[src/rtl/wdog_pkg.sv]
// package: watchdog and reset-source constants, register map and types
package wdog_pkg;
  // ----------------------------------------------------------------
  // clock and timing
  // ----------------------------------------------------------------
  localparam int CLK_PERIOD_PS = 8000;
  localparam int TCL_PS = CLK_PERIOD_PS / 2;
  localparam int MIN_PULSE_NS = 500;
  localparam int MIN_PULSE_TCL = 4;
  localparam int LONG_SEQ_TCL = 1032 + 12;
  localparam int WD_SEQ_TCL = 1024;
  localparam int MIN_PULSE_PS_A = MIN_PULSE_NS * 1000;
  localparam int MIN_PULSE_PS_B = MIN_PULSE_TCL * TCL_PS;
  localparam int MIN_PULSE_PS = (MIN_PULSE_PS_A > MIN_PULSE_PS_B) ? MIN_PULSE_PS_A : MIN_PULSE_PS_B;
  localparam int MIN_PULSE_CYC = (MIN_PULSE_PS + CLK_PERIOD_PS - 1) / CLK_PERIOD_PS;
  localparam int LONG_SEQ_CYC = (LONG_SEQ_TCL * TCL_PS + CLK_PERIOD_PS - 1) / CLK_PERIOD_PS;
  localparam int WD_SEQ_CYC = (WD_SEQ_TCL * TCL_PS + CLK_PERIOD_PS - 1) / CLK_PERIOD_PS;
  localparam int SEQ_W = 11;
  // ----------------------------------------------------------------
  // counter and prescaler
  // ----------------------------------------------------------------
  localparam int CNT_W = 16;
  localparam int RELOAD_W = 8;
  localparam int DIV_SLOW = 128;
  localparam int DIV_FAST = 2;
  localparam int PRE_W = 7;
  // ----------------------------------------------------------------
  // register map
  // ----------------------------------------------------------------
  localparam int ADDR_W = 8;
  localparam int DATA_W = 32;
  localparam logic [ADDR_W-1:0] OFS_CTRL = 8'h00;
  localparam logic [ADDR_W-1:0] OFS_CMD = 8'h04;
  localparam logic [ADDR_W-1:0] OFS_COUNT = 8'h08;
  localparam logic [ADDR_W-1:0] OFS_IRQ_STAT = 8'h0c;
  localparam logic [ADDR_W-1:0] OFS_IRQ_MASK = 8'h10;
  // control register fields
  localparam int CTRL_PSEL_BIT = 0;
  localparam int CTRL_EN_BIT = 1;
  localparam int CTRL_FLAGS_LSB = 2;
  localparam int CTRL_END_OF_INIT_INSTRUCTION_BIT = 7;
  localparam int CTRL_RELOAD_LSB = 8;
  // command register bits
  localparam int CMD_SERVICE_BIT = 0;
  localparam int CMD_DISABLE_BIT = 1;
  localparam int CMD_END_OF_INIT_INSTRUCTION_BIT = 2;
  localparam int CMD_SWRST_BIT = 3;
  // interrupt bits
  localparam int IRQ_W = 3;
  localparam int IRQ_OVF_BIT = 0;
  localparam int IRQ_REFUSED_BIT = 1;
  localparam int IRQ_HWRST_BIT = 2;
  // ----------------------------------------------------------------
  // types
  // ----------------------------------------------------------------
  typedef struct packed {
    logic power_on_flag;
    logic long_hw_reset_flag;
    logic short_hw_reset_flag;
    logic wdog_reset_flag;
    logic sw_reset_flag;
  } reset_flags_s;
  localparam reset_flags_s FLAGS_POR = '{power_on_flag: 1'b1, default: 1'b0};
  localparam reset_flags_s FLAGS_NONE = '0;
  typedef enum logic [1:0] {ST_RUN, ST_HW_SEQ, ST_HOLD, ST_WD_SEQ} rst_state_e;
endpackage

[src/rtl/wdog_prescaler.sv]
// module: watchdog prescaler, one tick every 2 or 128 clocks
`timescale 1ns/1ps
module wdog_prescaler #(
  parameter int DIV_FAST = wdog_pkg::DIV_FAST,
  parameter int DIV_SLOW = wdog_pkg::DIV_SLOW
) (
  input wire logic clk_sys_in,
  input wire logic resetn_in,
  input wire logic clear_in,
  input wire logic div_sel_in,
  output logic tick_out
);
  localparam logic [wdog_pkg::PRE_W-1:0] LAST_FAST = wdog_pkg::PRE_W'(DIV_FAST - 1);
  localparam logic [wdog_pkg::PRE_W-1:0] LAST_SLOW = wdog_pkg::PRE_W'(DIV_SLOW - 1);
  logic [wdog_pkg::PRE_W-1:0] pre_cnt_r;
  logic [wdog_pkg::PRE_W-1:0] pre_cnt_nxt;
  logic [wdog_pkg::PRE_W-1:0] last;

  // ----------------------------------------------------------------
  // divider
  // ----------------------------------------------------------------
  always_comb begin
    last = div_sel_in ? LAST_SLOW : LAST_FAST;
    tick_out = !clear_in && (pre_cnt_r >= last);
    pre_cnt_nxt = pre_cnt_r + 7'h01;
    // a switch to the fast divisor mid-count just wraps early, never stalls
    if (clear_in || tick_out) begin
      pre_cnt_nxt = '0;
    end
  end

  always_ff @(posedge clk_sys_in or negedge resetn_in) begin
    if (!resetn_in) begin
      pre_cnt_r <= '0;
    end else begin
      pre_cnt_r <= pre_cnt_nxt;
    end
  end
endmodule

[src/rtl/wdog_reset_source.sv]
// module: watchdog timer with reset-source flags and internal reset sequencing
`timescale 1ns/1ps
module wdog_reset_source (
  input wire logic clk_sys_in,
  input wire logic resetn_in,
  input wire logic [wdog_pkg::ADDR_W-1:0] addr_in,
  input wire logic [wdog_pkg::DATA_W-1:0] wdata_in,
  input wire logic wr_in,
  input wire logic rd_in,
  output logic [wdog_pkg::DATA_W-1:0] rdata_out,
  input wire logic reset_in_n_in,
  input wire logic reset_mode_pin_in,
  output logic reset_out_n_out,
  output logic chip_reset_out,
  output logic irq_out
);
  // ----------------------------------------------------------------
  // declarations
  // ----------------------------------------------------------------
  localparam logic [wdog_pkg::SEQ_W-1:0] MIN_LAST = wdog_pkg::SEQ_W'(wdog_pkg::MIN_PULSE_CYC - 1);
  localparam logic [wdog_pkg::SEQ_W-1:0] LONG_LAST = wdog_pkg::SEQ_W'(wdog_pkg::LONG_SEQ_CYC - 1);
  localparam logic [wdog_pkg::SEQ_W-1:0] WD_LAST = wdog_pkg::SEQ_W'(wdog_pkg::WD_SEQ_CYC - 1);
  localparam logic [wdog_pkg::CNT_W-1:0] CNT_MAX = '1;
  // the reset hold is checked in two plain delays, the second one 300 cycles
  localparam int WD_GAP = wdog_pkg::WD_SEQ_CYC - 301;

  logic pin_meta_r, pin_sync_r, mode_meta_r, mode_sync_r;
  wdog_pkg::rst_state_e st_r, st_nxt;
  logic [wdog_pkg::SEQ_W-1:0] seq_r, seq_nxt;
  logic [wdog_pkg::CNT_W-1:0] cnt_r, cnt_nxt;
  logic [wdog_pkg::RELOAD_W-1:0] reload_r, reload_nxt;
  logic psel_r, psel_nxt;
  logic en_r, en_nxt;
  logic end_of_init_instruction_r, end_of_init_instruction_nxt;
  wdog_pkg::reset_flags_s flags_r, flags_nxt;
  logic [wdog_pkg::IRQ_W-1:0] istat_r, istat_nxt, imask_r, imask_nxt, ev;
  logic [wdog_pkg::DATA_W-1:0] rdata_nxt;
  logic rst_out_n_nxt, chip_rst_nxt, irq_nxt;
  logic tick, run, ovf, wr_ctrl, wr_cmd, cmd_svc, cmd_dis, cmd_end_of_init_instruction, cmd_swrst, pin_low;

  // ----------------------------------------------------------------
  // pin synchronisers
  // ----------------------------------------------------------------
  always_ff @(posedge clk_sys_in or negedge resetn_in) begin
    if (!resetn_in) begin
      pin_meta_r <= 1'b1;
      pin_sync_r <= 1'b1;
      mode_meta_r <= 1'b1;
      mode_sync_r <= 1'b1;
    end else begin
      pin_meta_r <= reset_in_n_in;
      pin_sync_r <= pin_meta_r;
      mode_meta_r <= reset_mode_pin_in;
      mode_sync_r <= mode_meta_r;
    end
  end

  // ----------------------------------------------------------------
  // prescaler
  // ----------------------------------------------------------------
  wdog_prescaler #(
    .DIV_FAST(wdog_pkg::DIV_FAST),
    .DIV_SLOW(wdog_pkg::DIV_SLOW)
  ) u_pre (
    .clk_sys_in(clk_sys_in),
    .resetn_in(resetn_in),
    .clear_in(!run),
    .div_sel_in(psel_r),
    .tick_out(tick)
  );

  // ----------------------------------------------------------------
  // decode
  // ----------------------------------------------------------------
  always_comb begin
    run = (st_r == wdog_pkg::ST_RUN);
    pin_low = !pin_sync_r;
    wr_ctrl = run && wr_in && (addr_in == wdog_pkg::OFS_CTRL);
    wr_cmd = run && wr_in && (addr_in == wdog_pkg::OFS_CMD);
    cmd_svc = wr_cmd && wdata_in[wdog_pkg::CMD_SERVICE_BIT];
    cmd_dis = wr_cmd && wdata_in[wdog_pkg::CMD_DISABLE_BIT];
    cmd_end_of_init_instruction = wr_cmd && wdata_in[wdog_pkg::CMD_END_OF_INIT_INSTRUCTION_BIT];
    cmd_swrst = wr_cmd && wdata_in[wdog_pkg::CMD_SWRST_BIT];
    // a service in the overflow cycle wins, so a late service still saves the chip
    ovf = run && en_r && tick && !cmd_svc && (cnt_r == CNT_MAX);
  end

  // ----------------------------------------------------------------
  // reset sequencer and watchdog state
  // ----------------------------------------------------------------
  always_comb begin
    st_nxt = st_r;
    seq_nxt = seq_r;
    cnt_nxt = cnt_r;
    reload_nxt = reload_r;
    psel_nxt = psel_r;
    en_nxt = en_r;
    end_of_init_instruction_nxt = end_of_init_instruction_r;
    flags_nxt = flags_r;
    ev = '0;
    case (st_r)
      wdog_pkg::ST_RUN: begin
        if (pin_low && !mode_sync_r) begin
          // asynchronous hardware reset: no flag names it, old cause is dropped
          st_nxt = wdog_pkg::ST_HOLD;
          flags_nxt = wdog_pkg::FLAGS_NONE;
        end else if (pin_low) begin
          seq_nxt = seq_r + 11'h001;
          if (seq_r == MIN_LAST) begin
            st_nxt = wdog_pkg::ST_HW_SEQ;
            seq_nxt = '0;
          end
        end else begin
          seq_nxt = '0;
        end
        if (cmd_swrst) begin
          st_nxt = wdog_pkg::ST_WD_SEQ;
          seq_nxt = '0;
          flags_nxt = wdog_pkg::FLAGS_NONE;
          flags_nxt.sw_reset_flag = 1'b1;
        end else if (ovf) begin
          st_nxt = wdog_pkg::ST_WD_SEQ;
          seq_nxt = '0;
          flags_nxt = wdog_pkg::FLAGS_NONE;
          flags_nxt.wdog_reset_flag = 1'b1;
          ev[wdog_pkg::IRQ_OVF_BIT] = 1'b1;
        end else begin
          if (wr_ctrl) begin
            psel_nxt = wdata_in[wdog_pkg::CTRL_PSEL_BIT];
            reload_nxt = wdata_in[wdog_pkg::CTRL_RELOAD_LSB +: wdog_pkg::RELOAD_W];
          end
          if (cmd_svc) begin
            cnt_nxt = {reload_r, 8'h00};
          end else if (en_r && tick) begin
            cnt_nxt = cnt_r + 16'h0001;
          end
          if (cmd_dis && !end_of_init_instruction_r) begin
            en_nxt = 1'b0;
          end else if (cmd_dis) begin
            ev[wdog_pkg::IRQ_REFUSED_BIT] = 1'b1;
          end
          if (cmd_end_of_init_instruction) begin
            end_of_init_instruction_nxt = 1'b1;
            flags_nxt = wdog_pkg::FLAGS_NONE;
          end
        end
      end
      wdog_pkg::ST_HW_SEQ: begin
        seq_nxt = seq_r + 11'h001;
        if (seq_r == LONG_LAST) begin
          // sample the pin once the sequence ends
          flags_nxt = wdog_pkg::FLAGS_NONE;
          flags_nxt.short_hw_reset_flag = 1'b1;
          flags_nxt.long_hw_reset_flag = pin_low;
          st_nxt = pin_low ? wdog_pkg::ST_HOLD : wdog_pkg::ST_RUN;
          ev[wdog_pkg::IRQ_HWRST_BIT] = 1'b1;
        end
      end
      wdog_pkg::ST_HOLD: begin
        seq_nxt = '0;
        if (!pin_low) begin
          st_nxt = wdog_pkg::ST_RUN;
        end
      end
      wdog_pkg::ST_WD_SEQ: begin
        seq_nxt = seq_r + 11'h001;
        if (seq_r == WD_LAST) begin
          st_nxt = wdog_pkg::ST_RUN;
          seq_nxt = '0;
        end
      end
      default: begin
        st_nxt = wdog_pkg::ST_RUN;
        seq_nxt = '0;
      end
    endcase
    if (!run) begin
      // internal reset state: watchdog restarts enabled from zero
      cnt_nxt = '0;
      reload_nxt = '0;
      psel_nxt = 1'b0;
      en_nxt = 1'b1;
      end_of_init_instruction_nxt = 1'b0;
    end
    rst_out_n_nxt = (st_nxt == wdog_pkg::ST_RUN);
    chip_rst_nxt = (st_nxt != wdog_pkg::ST_RUN);
  end

  always_ff @(posedge clk_sys_in or negedge resetn_in) begin
    if (!resetn_in) begin
      st_r <= wdog_pkg::ST_RUN;
      seq_r <= '0;
      cnt_r <= '0;
      reload_r <= '0;
      psel_r <= 1'b0;
      en_r <= 1'b1;
      end_of_init_instruction_r <= 1'b0;
      flags_r <= wdog_pkg::FLAGS_POR;
      reset_out_n_out <= 1'b0;
      chip_reset_out <= 1'b1;
    end else begin
      st_r <= st_nxt;
      seq_r <= seq_nxt;
      cnt_r <= cnt_nxt;
      reload_r <= reload_nxt;
      psel_r <= psel_nxt;
      en_r <= en_nxt;
      end_of_init_instruction_r <= end_of_init_instruction_nxt;
      flags_r <= flags_nxt;
      reset_out_n_out <= rst_out_n_nxt;
      chip_reset_out <= chip_rst_nxt;
    end
  end

  // ----------------------------------------------------------------
  // interrupts and read port
  // ----------------------------------------------------------------
  always_comb begin
    imask_nxt = imask_r;
    istat_nxt = istat_r;
    // interrupt registers survive the internal reset, only the async reset clears them
    if (wr_in && addr_in == wdog_pkg::OFS_IRQ_MASK) begin
      imask_nxt = wdata_in[wdog_pkg::IRQ_W-1:0];
    end
    if (wr_in && addr_in == wdog_pkg::OFS_IRQ_STAT) begin
      istat_nxt = istat_r & ~wdata_in[wdog_pkg::IRQ_W-1:0];
    end
    istat_nxt = istat_nxt | ev;
    irq_nxt = |(istat_nxt & imask_nxt);
    rdata_nxt = '0;
    if (rd_in) begin
      case (addr_in)
        wdog_pkg::OFS_CTRL: begin
          rdata_nxt[wdog_pkg::CTRL_PSEL_BIT] = psel_r;
          rdata_nxt[wdog_pkg::CTRL_EN_BIT] = en_r;
          rdata_nxt[wdog_pkg::CTRL_FLAGS_LSB +: 5] = flags_r;
          rdata_nxt[wdog_pkg::CTRL_END_OF_INIT_INSTRUCTION_BIT] = end_of_init_instruction_r;
          rdata_nxt[wdog_pkg::CTRL_RELOAD_LSB +: wdog_pkg::RELOAD_W] = reload_r;
        end
        wdog_pkg::OFS_COUNT: begin
          rdata_nxt[wdog_pkg::CNT_W-1:0] = cnt_r;
        end
        wdog_pkg::OFS_IRQ_STAT: begin
          rdata_nxt[wdog_pkg::IRQ_W-1:0] = istat_r;
        end
        wdog_pkg::OFS_IRQ_MASK: begin
          rdata_nxt[wdog_pkg::IRQ_W-1:0] = imask_r;
        end
        default: begin
          rdata_nxt = '0;
        end
      endcase
    end
  end

  always_ff @(posedge clk_sys_in or negedge resetn_in) begin
    if (!resetn_in) begin
      imask_r <= '0;
      istat_r <= '0;
      irq_out <= 1'b0;
      rdata_out <= '0;
    end else begin
      imask_r <= imask_nxt;
      istat_r <= istat_nxt;
      irq_out <= irq_nxt;
      rdata_out <= rdata_nxt;
    end
  end
endmodule

[config.mk]
export PLATFORM = sky130hd
export DESIGN_NAME = wdog_reset_source
export DESIGN_NICKNAME = d
export VERILOG_FILES = /design/src/rtl/wdog_pkg.sv /design/src/rtl/wdog_prescaler.sv /design/src/rtl/wdog_reset_source.sv
export SDC_FILE = /design/constraint.sdc
export NUM_CORES = 1
export LEC_CHECK = 0
export BUFFER_PORTS_ARGS = -buffer_cell sky130_fd_sc_hd__buf_2
export CAP_MARGIN = 20
export CORE_MARGIN = 2
export CORE_UTILIZATION = 50
export DETAILED_ROUTE_END_ITERATION = 8
export PLACE_DENSITY = 0.85
export SLEW_MARGIN = 20
export SYNTH_ARGS = -nofsm -noshare
export SYNTH_HDL_FRONTEND = slang
export SYNTH_HIERARCHICAL = 1
export SYNTH_SLANG_ARGS = --single-unit
[constraint.sdc]
create_clock -name clk_sys_in -period 2.8 [get_ports clk_sys_in]
set_input_delay 0.28 -clock clk_sys_in [delete_from_list [all_inputs] [get_ports clk_sys_in]]
set_output_delay 0.28 -clock clk_sys_in [all_outputs]
set_load 0.005 [all_outputs]
Yosys cells after proc, flatten, opt, wreduce, memory -nomap -nowiden

Cells that the tools add are included.
W data, S select, Z words.

Bits in writable memories: 0
Output and inout port bits: 35
Input port bits: 46
Latch bits: 0
Memories: 0
Logic and storage cells: 144
Bits in registers: 97
Bits in read-only memories: 0

Bitwise logic cells: 4
Divide/modulo/power cells: 0
Order comparisons: 1
Mux-type cells: 59
Reduce and logical (&&, ||, !) cells: 34
Add/sub/neg operators: 3
Shift-type cells: 0
Multiply operators: 0
Eq/ne operators: 20

Operators by type and width:

| kind                    | count |
|---|---|
| $mux W16                | 6 |
| $mux W11                | 6 |
| $pmux W11 S4            | 1 |
| $mux W8                 | 4 |
| $pmux W13 S2            | 1 |
| $mux W5                 | 5 |
| $mux W2                 | 11 |
| $mux W1                 | 18 |
| $logic_and A1 B1 Y1     | 17 |
| $add A16 B1 Y16 const B | 1 |
| $eq A16 B16 Y1 const B  | 1 |
| $eq A8 B4 Y1 const B    | 2 |
| $reduce_and A3 Y1       | 5 |
| $mux W7                 | 2 |
| $pmux W3 S4             | 1 |
| $add A11 B1 Y11 const B | 1 |
| $eq A11 B10 Y1 const B  | 1 |
| $eq A11 B6 Y1 const B   | 1 |
| $eq A11 B9 Y1 const B   | 1 |
| $pmux W5 S2             | 1 |
| $eq A8 B3 Y1 const B    | 1 |
| $eq A8 B5 Y1 const B    | 1 |
| $logic_not A8 Y1        | 1 |
| $pmux W2 S4             | 1 |
| 18 further kinds        | 31 |

Depth between registers and ports, before layout

Gate-level depths: netlist of run 1.

Depth in word-level cells: 13
Mapped depth: 12
Gate-level depth less buffers: 10

By module

Netlist of run 1, hierarchy kept.

By module, submodules not included:

| module            | cells an instance | instances | area each (sq um) | seq. area each (sq um) |
|---|---|---|---|---|
| wdog_reset_source | 433               | 1         | 3961.3            | 1860.5 |
| wdog_prescaler    | 44                | 1         | 449.2             | 175.2 |

Least setup slack after synthesis of run 1

Ideal clock, no wire load.

Path type: register to register
From: reg psel_r
To: reg seq_r[9] (netlist name)
Clock period less this slack: 2952 ps
Data arrival time: 2826 ps
Setup time: 126 ps
Path buffers: 1
Stages on the path, launching flop included: 12
Setup slack: -152 ps
Cell sequence: dfrtp_1 > inv_1 > ha_1 > a211oi_1 > nor4_4 > o21a_1 > nand4_1 > or3_1 > a21oi_1 > clkbuf_2 > and3b_1 > a221o_1

Word-level cells in the longest chain between the ends: 9

RTL lines:

| what                                 | RTL line                 | text |
|---|---|---|
| start, declared                      | wdog_reset_source.sv:32  | `logic psel_r, psel_nxt;` |
| start signal, assigned               | wdog_reset_source.sv:206 | `psel_r <= psel_nxt;` |
| $mux W7 (*)                          | wdog_prescaler.sv:23     | `last = div_sel_in ? LAST_SLOW : LAST_FAST;` |
| $ge A7 B7 Y1 (*)                     | wdog_prescaler.sv:24     | `tick_out = !clear_in && (pre_cnt_r >= last);` |
| $logic_and A1 B1 Y1 (*)              | wdog_prescaler.sv:24     |  |
| net tick                             | wdog_reset_source.sv:39  | `logic tick, run, ovf, wr_ctrl, wr_cmd, cmd_svc, cmd_dis, cmd_end_of_init_instruction, cmd_swrst, pin_low;` |
| $logic_and A1 B1 Y1 (*) (3 in a row) | wdog_reset_source.sv:85  | `ovf = run && en_r && tick && !cmd_svc && (cnt_r == CNT_MAX);` |
| $mux W11                             | wdog_reset_source.sv:121 | `end else if (ovf) begin` |
| $mux W11                             | wdog_reset_source.sv:116 | `if (cmd_swrst) begin` |
| $pmux W11 S4                         | wdog_reset_source.sv:101 | `case (st_r)` |
| end signal, assigned                 | wdog_reset_source.sv:203 | `seq_r <= seq_nxt;` |
| end, declared                        | wdog_reset_source.sv:29  | `logic [wdog_pkg::SEQ_W-1:0] seq_r, seq_nxt;` |

Mark *: on every way through the listed nets, which the timed path passes. The rest lies on a longest branch.
A chain may end at the register's enable or synchronous reset.

Final worst setup path of run 1

Ends and elaborated chain as after synthesis.

==> impl_metrics.py, run 1 <==
metrics = {
    "outcome": {
        "status": "complete, but fails checks",
        "violations": "hold timing",
    },
    "synthesis": {
        "yosysWarnings": 6,
        "synth_area_leader_cell": "dfrtp_1",
        "synth_top_cells_by_area": "dfrtp_1 (42%), o21ai_0 (5.7%), dfstp_2 (4.2%)",
        "yosysTopAreaCellShare_pct": 42.0,
        "synth_area_sq_um": 4410,
        "ys_ff_latch": 81,
        "synth.most_common_cell": "dfrtp_1",
        "synthesis.instances": 477,
        "synth.avg_cell_area_sq_um": 9.25,
        "synth_commonest_cells": "dfrtp_1 (74), o21ai_0 (50), nand2_1 (48)",
        "netlist-cell-type-count": 64,
        "synth_edf_count": 0,
        "synthArstFlopShare_pct": 100,
        "synthFlopType": "dfrtp_1",
        "ys_seq_area_share_pct": 46.2,
    },
    "drt": {
        "drtPass1Iterations": 5,
        "avgViaCountPerCell": 6.02,
        "wl_per_cell_microns": 16.4,
        "drtIter0Drc": 283,
        "ant_nets": 0,
        "vias": 3936,
        "drt_wl_total_microns": 10700,
        "drc": 0,
    },
    "final_layout": {
        "multi_input_area_sq_um": 2220,
        "fill_cells": 699,
        "drive_gt1_share_pct": 21.8,
        "postLayoutCellArea_sq_um": 5150,
        "final_cells": 654,
        "regArea_sq_um": 2040,
        "num_antenna_cells": 0,
        "fin_nets": 598,
        "area_delta_synth_final_pct": 16.7,
        "post-route-util_pct": 59.6,
    },
    "setup_path": {
        "rr_endpoint": "seq_r[9]",
        "critical-path-max-stage-delay_ns": 0.43,
        "endpoint_kind": "register",
        "crit_slowest_cell": "or3_4",
        "crit_cells": 10,
        "critPathKind": "register to register",
        "crit_start": "psel_r",
        "regToRegStartpoint": "psel_r",
        "path_cells": "inv_4 -> ha_4 -> nand2_4 -> nor4_4 -> o21a_1 -> nand4_1 -> or3_4 -> a21oi_4 -> and3b_1 -> a221o_1",
        "critPathLaunchType": "register",
        "rrSetupSlack_ns": 0.06,
        "worst-path-buf-inv": 1,
        "r2r_cells": 10,
        "cp.required_ns": 3.04,
        "arrival_ns": 2.99,
        "path_max_fanout": 6,
        "cp_top_family": "simple AND/OR/NAND/NOR gates",
    },
    "global_route": {
        "met1_usage_pct": 27.9,
        "track_usage_pct": 22.4,
        "use_met2_pct": 38.0,
        "grt_max_degree": 82,
        "grt_overflow": 0,
        "grt_pass1_wl_microns": 17600,
        "antenna_found_initial": 0,
        "grt_pass1_vias": 3760,
        "grt.busiest_layer": "met2",
        "gr-usage-met3_pct": 3.94,
    },
    "timing": {
        "setup_viol": 0,
        "final.setup.tns_ns": 0,
        "layout_setup_ws_ns": 0.0553,
        "max_slew_margin_pct": 52.9,
        "hold_viol": 74,
        "tightest_slew_ns": 0.707,
        "fmax_mhz": 364,
        "timing.hold.ws_ns": -0.0497,
        "finClkSkew_ns": 0.0117,
        "period_needed_ns": 2.74,
        "maxSlewViolCount": 0,
        "fin_crit_sh_pct": 98.0,
        "rsz0062_at_grt": "yes",
    },
    "die": {
        "die_h_microns": 97.9,
        "die-area_sq_um": 9590,
        "num_io_pins": 81,
        "rows": 34,
        "core-area_sq_um": 8640,
        "start_util_pct": 51.1,
        "chipWidth_microns": 97.9,
    },
    "power": {
        "power.internal_mw": 1.85,
        "p_clk_share_pct": 38.4,
        "swShare_pct": 25.2,
        "p_per_area_nw_per_um2": 481,
        "p_leak_nw": 2.32,
        "total_power_mw": 2.47,
        "power_switching_uw": 624,
        "max-vdd-ir-drop_v": 0.000283,
        "p_comb_share_pct": 9.3,
        "p_seq_share_pct": 52.3,
    },
    "cts": {
        "cts_tree": "done",
        "clk_pin_slew_ns": 0.08,
        "cts_inserted_buffers": 9,
        "cts.path.max_buffers": 2,
        "ctsHtreeMaxLevel": 3,
        "root_buffer": "clkbuf_8",
        "clkLatencyLatePin_ns": 0.36,
        "cts_sinks": 81,
    },
    "place": {
        "gp_congestion": 0.935,
        "place_area_sq_um": 4810,
        "dp_slack_ns": -0.00706,
        "dpl.cell_count": 632,
        "portBuffers": 44,
        "dp_hpwl_microns": 7550,
    },
    "worst_hold_path": {
        "min_path_type": "primary input to asynchronous set/reset pin",
    },
    "flow_run": {
        "cap_violations": 0,
    },
}
[worst max path at each step]
| stage | slack, ns | to |
|---|---|---|
| floorplan | 0.009 | seq_r[9] |
| CTS | 0.002 | seq_r[1] |
| finish | 0.06 | seq_r[9] |
| global route | -0.05 | seq_r[9] |
| detailed placement | -0.007 | flags_r[3] |
| global placement | 0.1 | flags_r[3] |
[registers in the layout, summed over array words and instances, names as in the netlist, 3 cells and up]
name / flops
u_pre/pre_cnt_r: 7
rdata_out: 16
cnt_r: 16
imask_r: 3
istat_r: 3
seq_r: 11
flags_r: 5
reload_r: 8
[cells in the final DEF, fill, tap and decap left out, types with 3 or more instances in the layout]
master    netlist  routed
or2_2           3       3
a22oi_1        13      13
buf_4          16      28
inv_1          15      14
nor4_1         10      10
or4_1           3       3
and3_1          7       7
dfstp_2         7       7
nor2_1         30      30
a31oi_1         8       8
buf_2           3      43
a222oi_1        3       3
nand3b_1        3       3
nor2b_1        19      19
nand4_1         4       4
o31ai_1         3       3
nor3_1         15      15
conb_1          1      16
dfrtp_1        74      74
nand2_1        48      46
o21a_1          3       3
and2_1          3       3
a21oi_1        22      21
ha_1           11       9
o21ai_0        50      49
buf_6           2       3
nand3_1        19      19
mux2i_1         5       5
or3_1           7       6
a22o_1          7       7
clkbuf_8        0      10
a211oi_1        3       3
[worst reg2reg max path: stages, from the launching register on]
cell	delay (ns)
dfrtp_1	0.39
inv_4	0.08
ha_4	0.28
nand2_4	0.06
nor4_4	0.29
o21a_1	0.20
nand4_1	0.16
or3_4	0.43
a21oi_4	0.27
and3b_1	0.21
a221o_1	0.26
[metal layers]
metal	up-vias	wire length, microns	share of wire, %
met2	178	5370	50
li1	1836	-	-
met4	0	221	2.1
met3	26	651	6.1
met1	1896	4470	42
met5	-	0	0
[layout make-up]
class                      count  area share, %
inverter                      15           1.14
multi-input combinational    358           43.1
timing repair buffer          76           9.31
tap                          108           2.63
sequential                    81           39.6
clock buffer                  12           2.82
clock inverter                 4           1.48
[power by group through the flow]
stage                     Combinational, mW  Clock (mW)  Sequential, mW
after floorplan                       0.167           0            1.29
after global placement                0.212           0            1.30
after detailed placement              0.227           0            1.31
after CTS                             0.227       0.967            1.29
after global routing                  0.261        1.03            1.30
final                                 0.230       0.951            1.29
[cells by family (layout without fill, tap and decap cells)]
kind of cell	after synthesis	in the layout	share of synthesized area (%)
simple gates	189	189	23.0
compound gates	132	132	19.1
flops	81	81	46.2
buf+inv	53	107	6.35
fa+ha+maj	11	11	3.12
mux	7	7	1.65
xor+xnor	3	3	0.596
other cells	1	16	0.0850
[what timing repair did]
action / CTS / global route
pin swaps: 2 / 7
endpoints found under the hold margin: 0 / 2
cloned: 0 / 0
endpoints found under the setup margin: 1 / 23
gates resized for setup: 1 / 11
hold buffers: 0 / 2
setup buffers: 0 / 4
Note: power is estimated with default switching activity, not from simulation.
==> run 2, diff against run 1 <==
- CELL_PAD_IN_SITES_DETAIL_PLACEMENT: not set -> 1
- CELL_PAD_IN_SITES_GLOBAL_PLACEMENT: not set -> 2
- CORE_UTILIZATION: 50 -> 31
- PLACE_DENSITY: 0.85 -> 0.86
==> run 2 against run 1 <==
  * First-iteration DRC count shrank 22%
  * Clock power grew 43%
  * The flow still finishes with violations (hold timing)
  * Critical path type unchanged
  * Via count shrank 0.46%
  * Largest power group is now the clock network
  * Non-clock buffer count grew 6
  * Final cell count grew 12%
  * Routed wire length grew 20%
  * Core utilization shrank 21 points
==> impl_metrics.py, run 2 (same netlist as run 1, synthesis figures left out) <==
metrics = {
    "outcome": {
        "status": "complete, but fails checks",
        "violations": "hold timing",
    },
    "power": {
        "p_clk_share_pct": 47.1,
        "p_comb_share_pct": 8.2,
        "power_switching_uw": 677,
        "power.internal_mw": 2.21,
        "p_leak_nw": 2.41,
        "swShare_pct": 23.4,
        "p_per_area_nw_per_um2": 538,
        "max-vdd-ir-drop_v": 0.000297,
        "p_seq_share_pct": 44.7,
    },
    "drt": {
        "wl_per_cell_microns": 17.5,
        "drtIter0Drc": 221,
        "highest_layer": "met4",
        "vias": 3918,
        "wl_met1_microns": 5630,
        "drtPass1Iterations": 5,
        "drt_wl_total_microns": 12800,
        "wl_met2_microns": 6450,
        "avgViaCountPerCell": 5.36,
        "ant_nets": 0,
        "drc": 0,
        "met3_length_microns": 412,
    },
    "setup_path": {
        "path_max_fanout": 7,
        "crit_start": "psel_r",
        "arrival_ns": 3.04,
        "critical-path-max-stage-delay_ns": 0.45,
        "critPathLaunchType": "register",
        "crit_slowest_cell": "dfrtp_1",
        "cp.required_ns": 3.07,
        "endpoint_kind": "register",
        "regToRegStartpoint": "psel_r",
        "critPathKind": "register to register",
        "path_cells": "inv_4 -> ha_1 -> nand2_2 -> nor4_4 -> o21a_1 -> nand4_1 -> or3_4 -> buf_4 -> and2_4 -> or3_1 -> o21ai_1",
    },
    "timing": {
        "fmax_mhz": 361,
        "final.setup.tns_ns": 0,
        "timing.hold.ws_ns": -0.0214,
        "finClkSkew_ns": 0.00969,
        "maxSlewViolCount": 0,
        "layout_setup_ws_ns": 0.0279,
        "hold_viol": 6,
        "fin_crit_sh_pct": 99.0,
        "rsz0062_at_grt": "yes",
        "max_slew_margin_pct": 49.2,
        "period_needed_ns": 2.77,
        "setup_viol": 0,
        "tightest_slew_ns": 0.761,
    },
    "global_route": {
        "grt_pass1_vias": 4208,
        "grt_pass1_wl_microns": 21100,
        "track_usage_pct": 17.7,
        "grt_max_degree": 82,
        "grt_overflow": 0,
        "antenna_found_initial": 0,
    },
    "final_layout": {
        "area_delta_synth_final_pct": 21.8,
        "post-route-util_pct": 38.7,
        "num_antenna_cells": 0,
        "layout_commonest_cell": "dfrtp_1",
        "reg.largest.list": "cnt_r: 16 flops, rdata_out: 16 flops, seq_r: 11 flops",
        "final_cell_mix": "dfrtp_1 (74), o21ai_0 (50), nand2_1 (45)",
        "fin_nets": 604,
        "drive_gt1_share_pct": 23.2,
    },
    "worst_hold_path": {
        "min_path_type": "primary input to asynchronous set/reset pin",
    },
    "cts": {
        "cts.path.max_buffers": 2,
        "root_buffer": "clkbuf_16",
        "clk_pin_slew_ns": 0.06,
        "clkLatencyLatePin_ns": 0.34,
        "cts_tree": "done",
        "ctsHoldBuffers": 0,
        "post_cts_buffers": 0,
        "cts_inserted_buffers": 9,
        "ctsHtreeMaxLevel": 3,
        "cts_sinks": 81,
    },
    "place": {
        "gp_congestion": 0.849,
        "dp_hpwl_microns": 9310,
        "portBuffers": 44,
        "dp_slack_ns": -0.0328,
    },
    "die": {
        "core-area_sq_um": 13900,
        "num_io_pins": 81,
        "rows": 43,
        "die-area_sq_um": 15200,
        "start_util_pct": 31.8,
        "chipWidth_microns": 123,
        "die_h_microns": 123,
    },
    "flow_run": {
        "cap_violations": 0,
    },
}
## run 2: cell type report
type / count / area [sq um]
repair buffers: 82 / 515
well taps: 180 / 225
inverters: 15 / 58.8
flip-flops and latches: 81 / 2040
clock buffers: 10 / 239
multi-input cells: 358 / 2200
clock inverters: 5 / 104
fillers: 1625 / 8510
## run 2: worst paths after layout
check | to | slack (ns) | cells past startpoint
min | rdata_out[13] | -0.02 | 1
min in group clk_sys_in | pin_meta_r | 0.04 | 1
max reg2reg | seq_r[1] | 0.03 | 11
max in group asynchronous | u_pre/pre_cnt_r[2] | 2.29 | 1
min reg2reg | mode_sync_r | 0.36 | 0
max | seq_r[1] | 0.03 | 11
## run 2: what timing repair did
| action | 4_1_cts | 5_1_grt |
|---|---|---|
| resized for setup | 2 | 7 |
| pin swaps | 1 | 4 |
| setup endpoints to repair | 11 | 16 |
## run 2: worst max-delay path, delay by kind of cell (launching register included)
family,cells,cell delay [ns]
AO/OA/AOI/OAI,2,0.26
buffers and inverters,2,0.24
AND/OR/NAND/NOR,6,1.45
flip-flops,1,0.45
adder cells (fa/ha/maj),1,0.30
## run 2: routing by layer
| layer | vias up | GRT usage (%) |
|---|---|---|
| met5 | - | 0 |
| li1 | 1843 | - |
| met3 | 26 | 3.18 |
| met2 | 78 | 30.2 |
| met1 | 1971 | 22.0 |
| met4 | 0 | 7.60 |
## run 2: power groups by stage
stage | logic, mW | registers (mW) | clock network, mW
floorplan | 0.167 | 1.29 | 0
global placement | 0.220 | 1.31 | 0
detailed placement | 0.238 | 1.31 | 0
CTS | 0.239 | 1.29 | 1.39
global route | 0.269 | 1.30 | 1.44
finish | 0.236 | 1.29 | 1.36
## run 2: stage by stage
step	instances	area [sq um]	power [mW]
finish	731	5370	2.89
global route	731	5370	3.01
CTS	731	5340	2.92
detailed placement	716	4990	1.55
global placement	716	4990	1.53
floorplan	492	4490	1.45
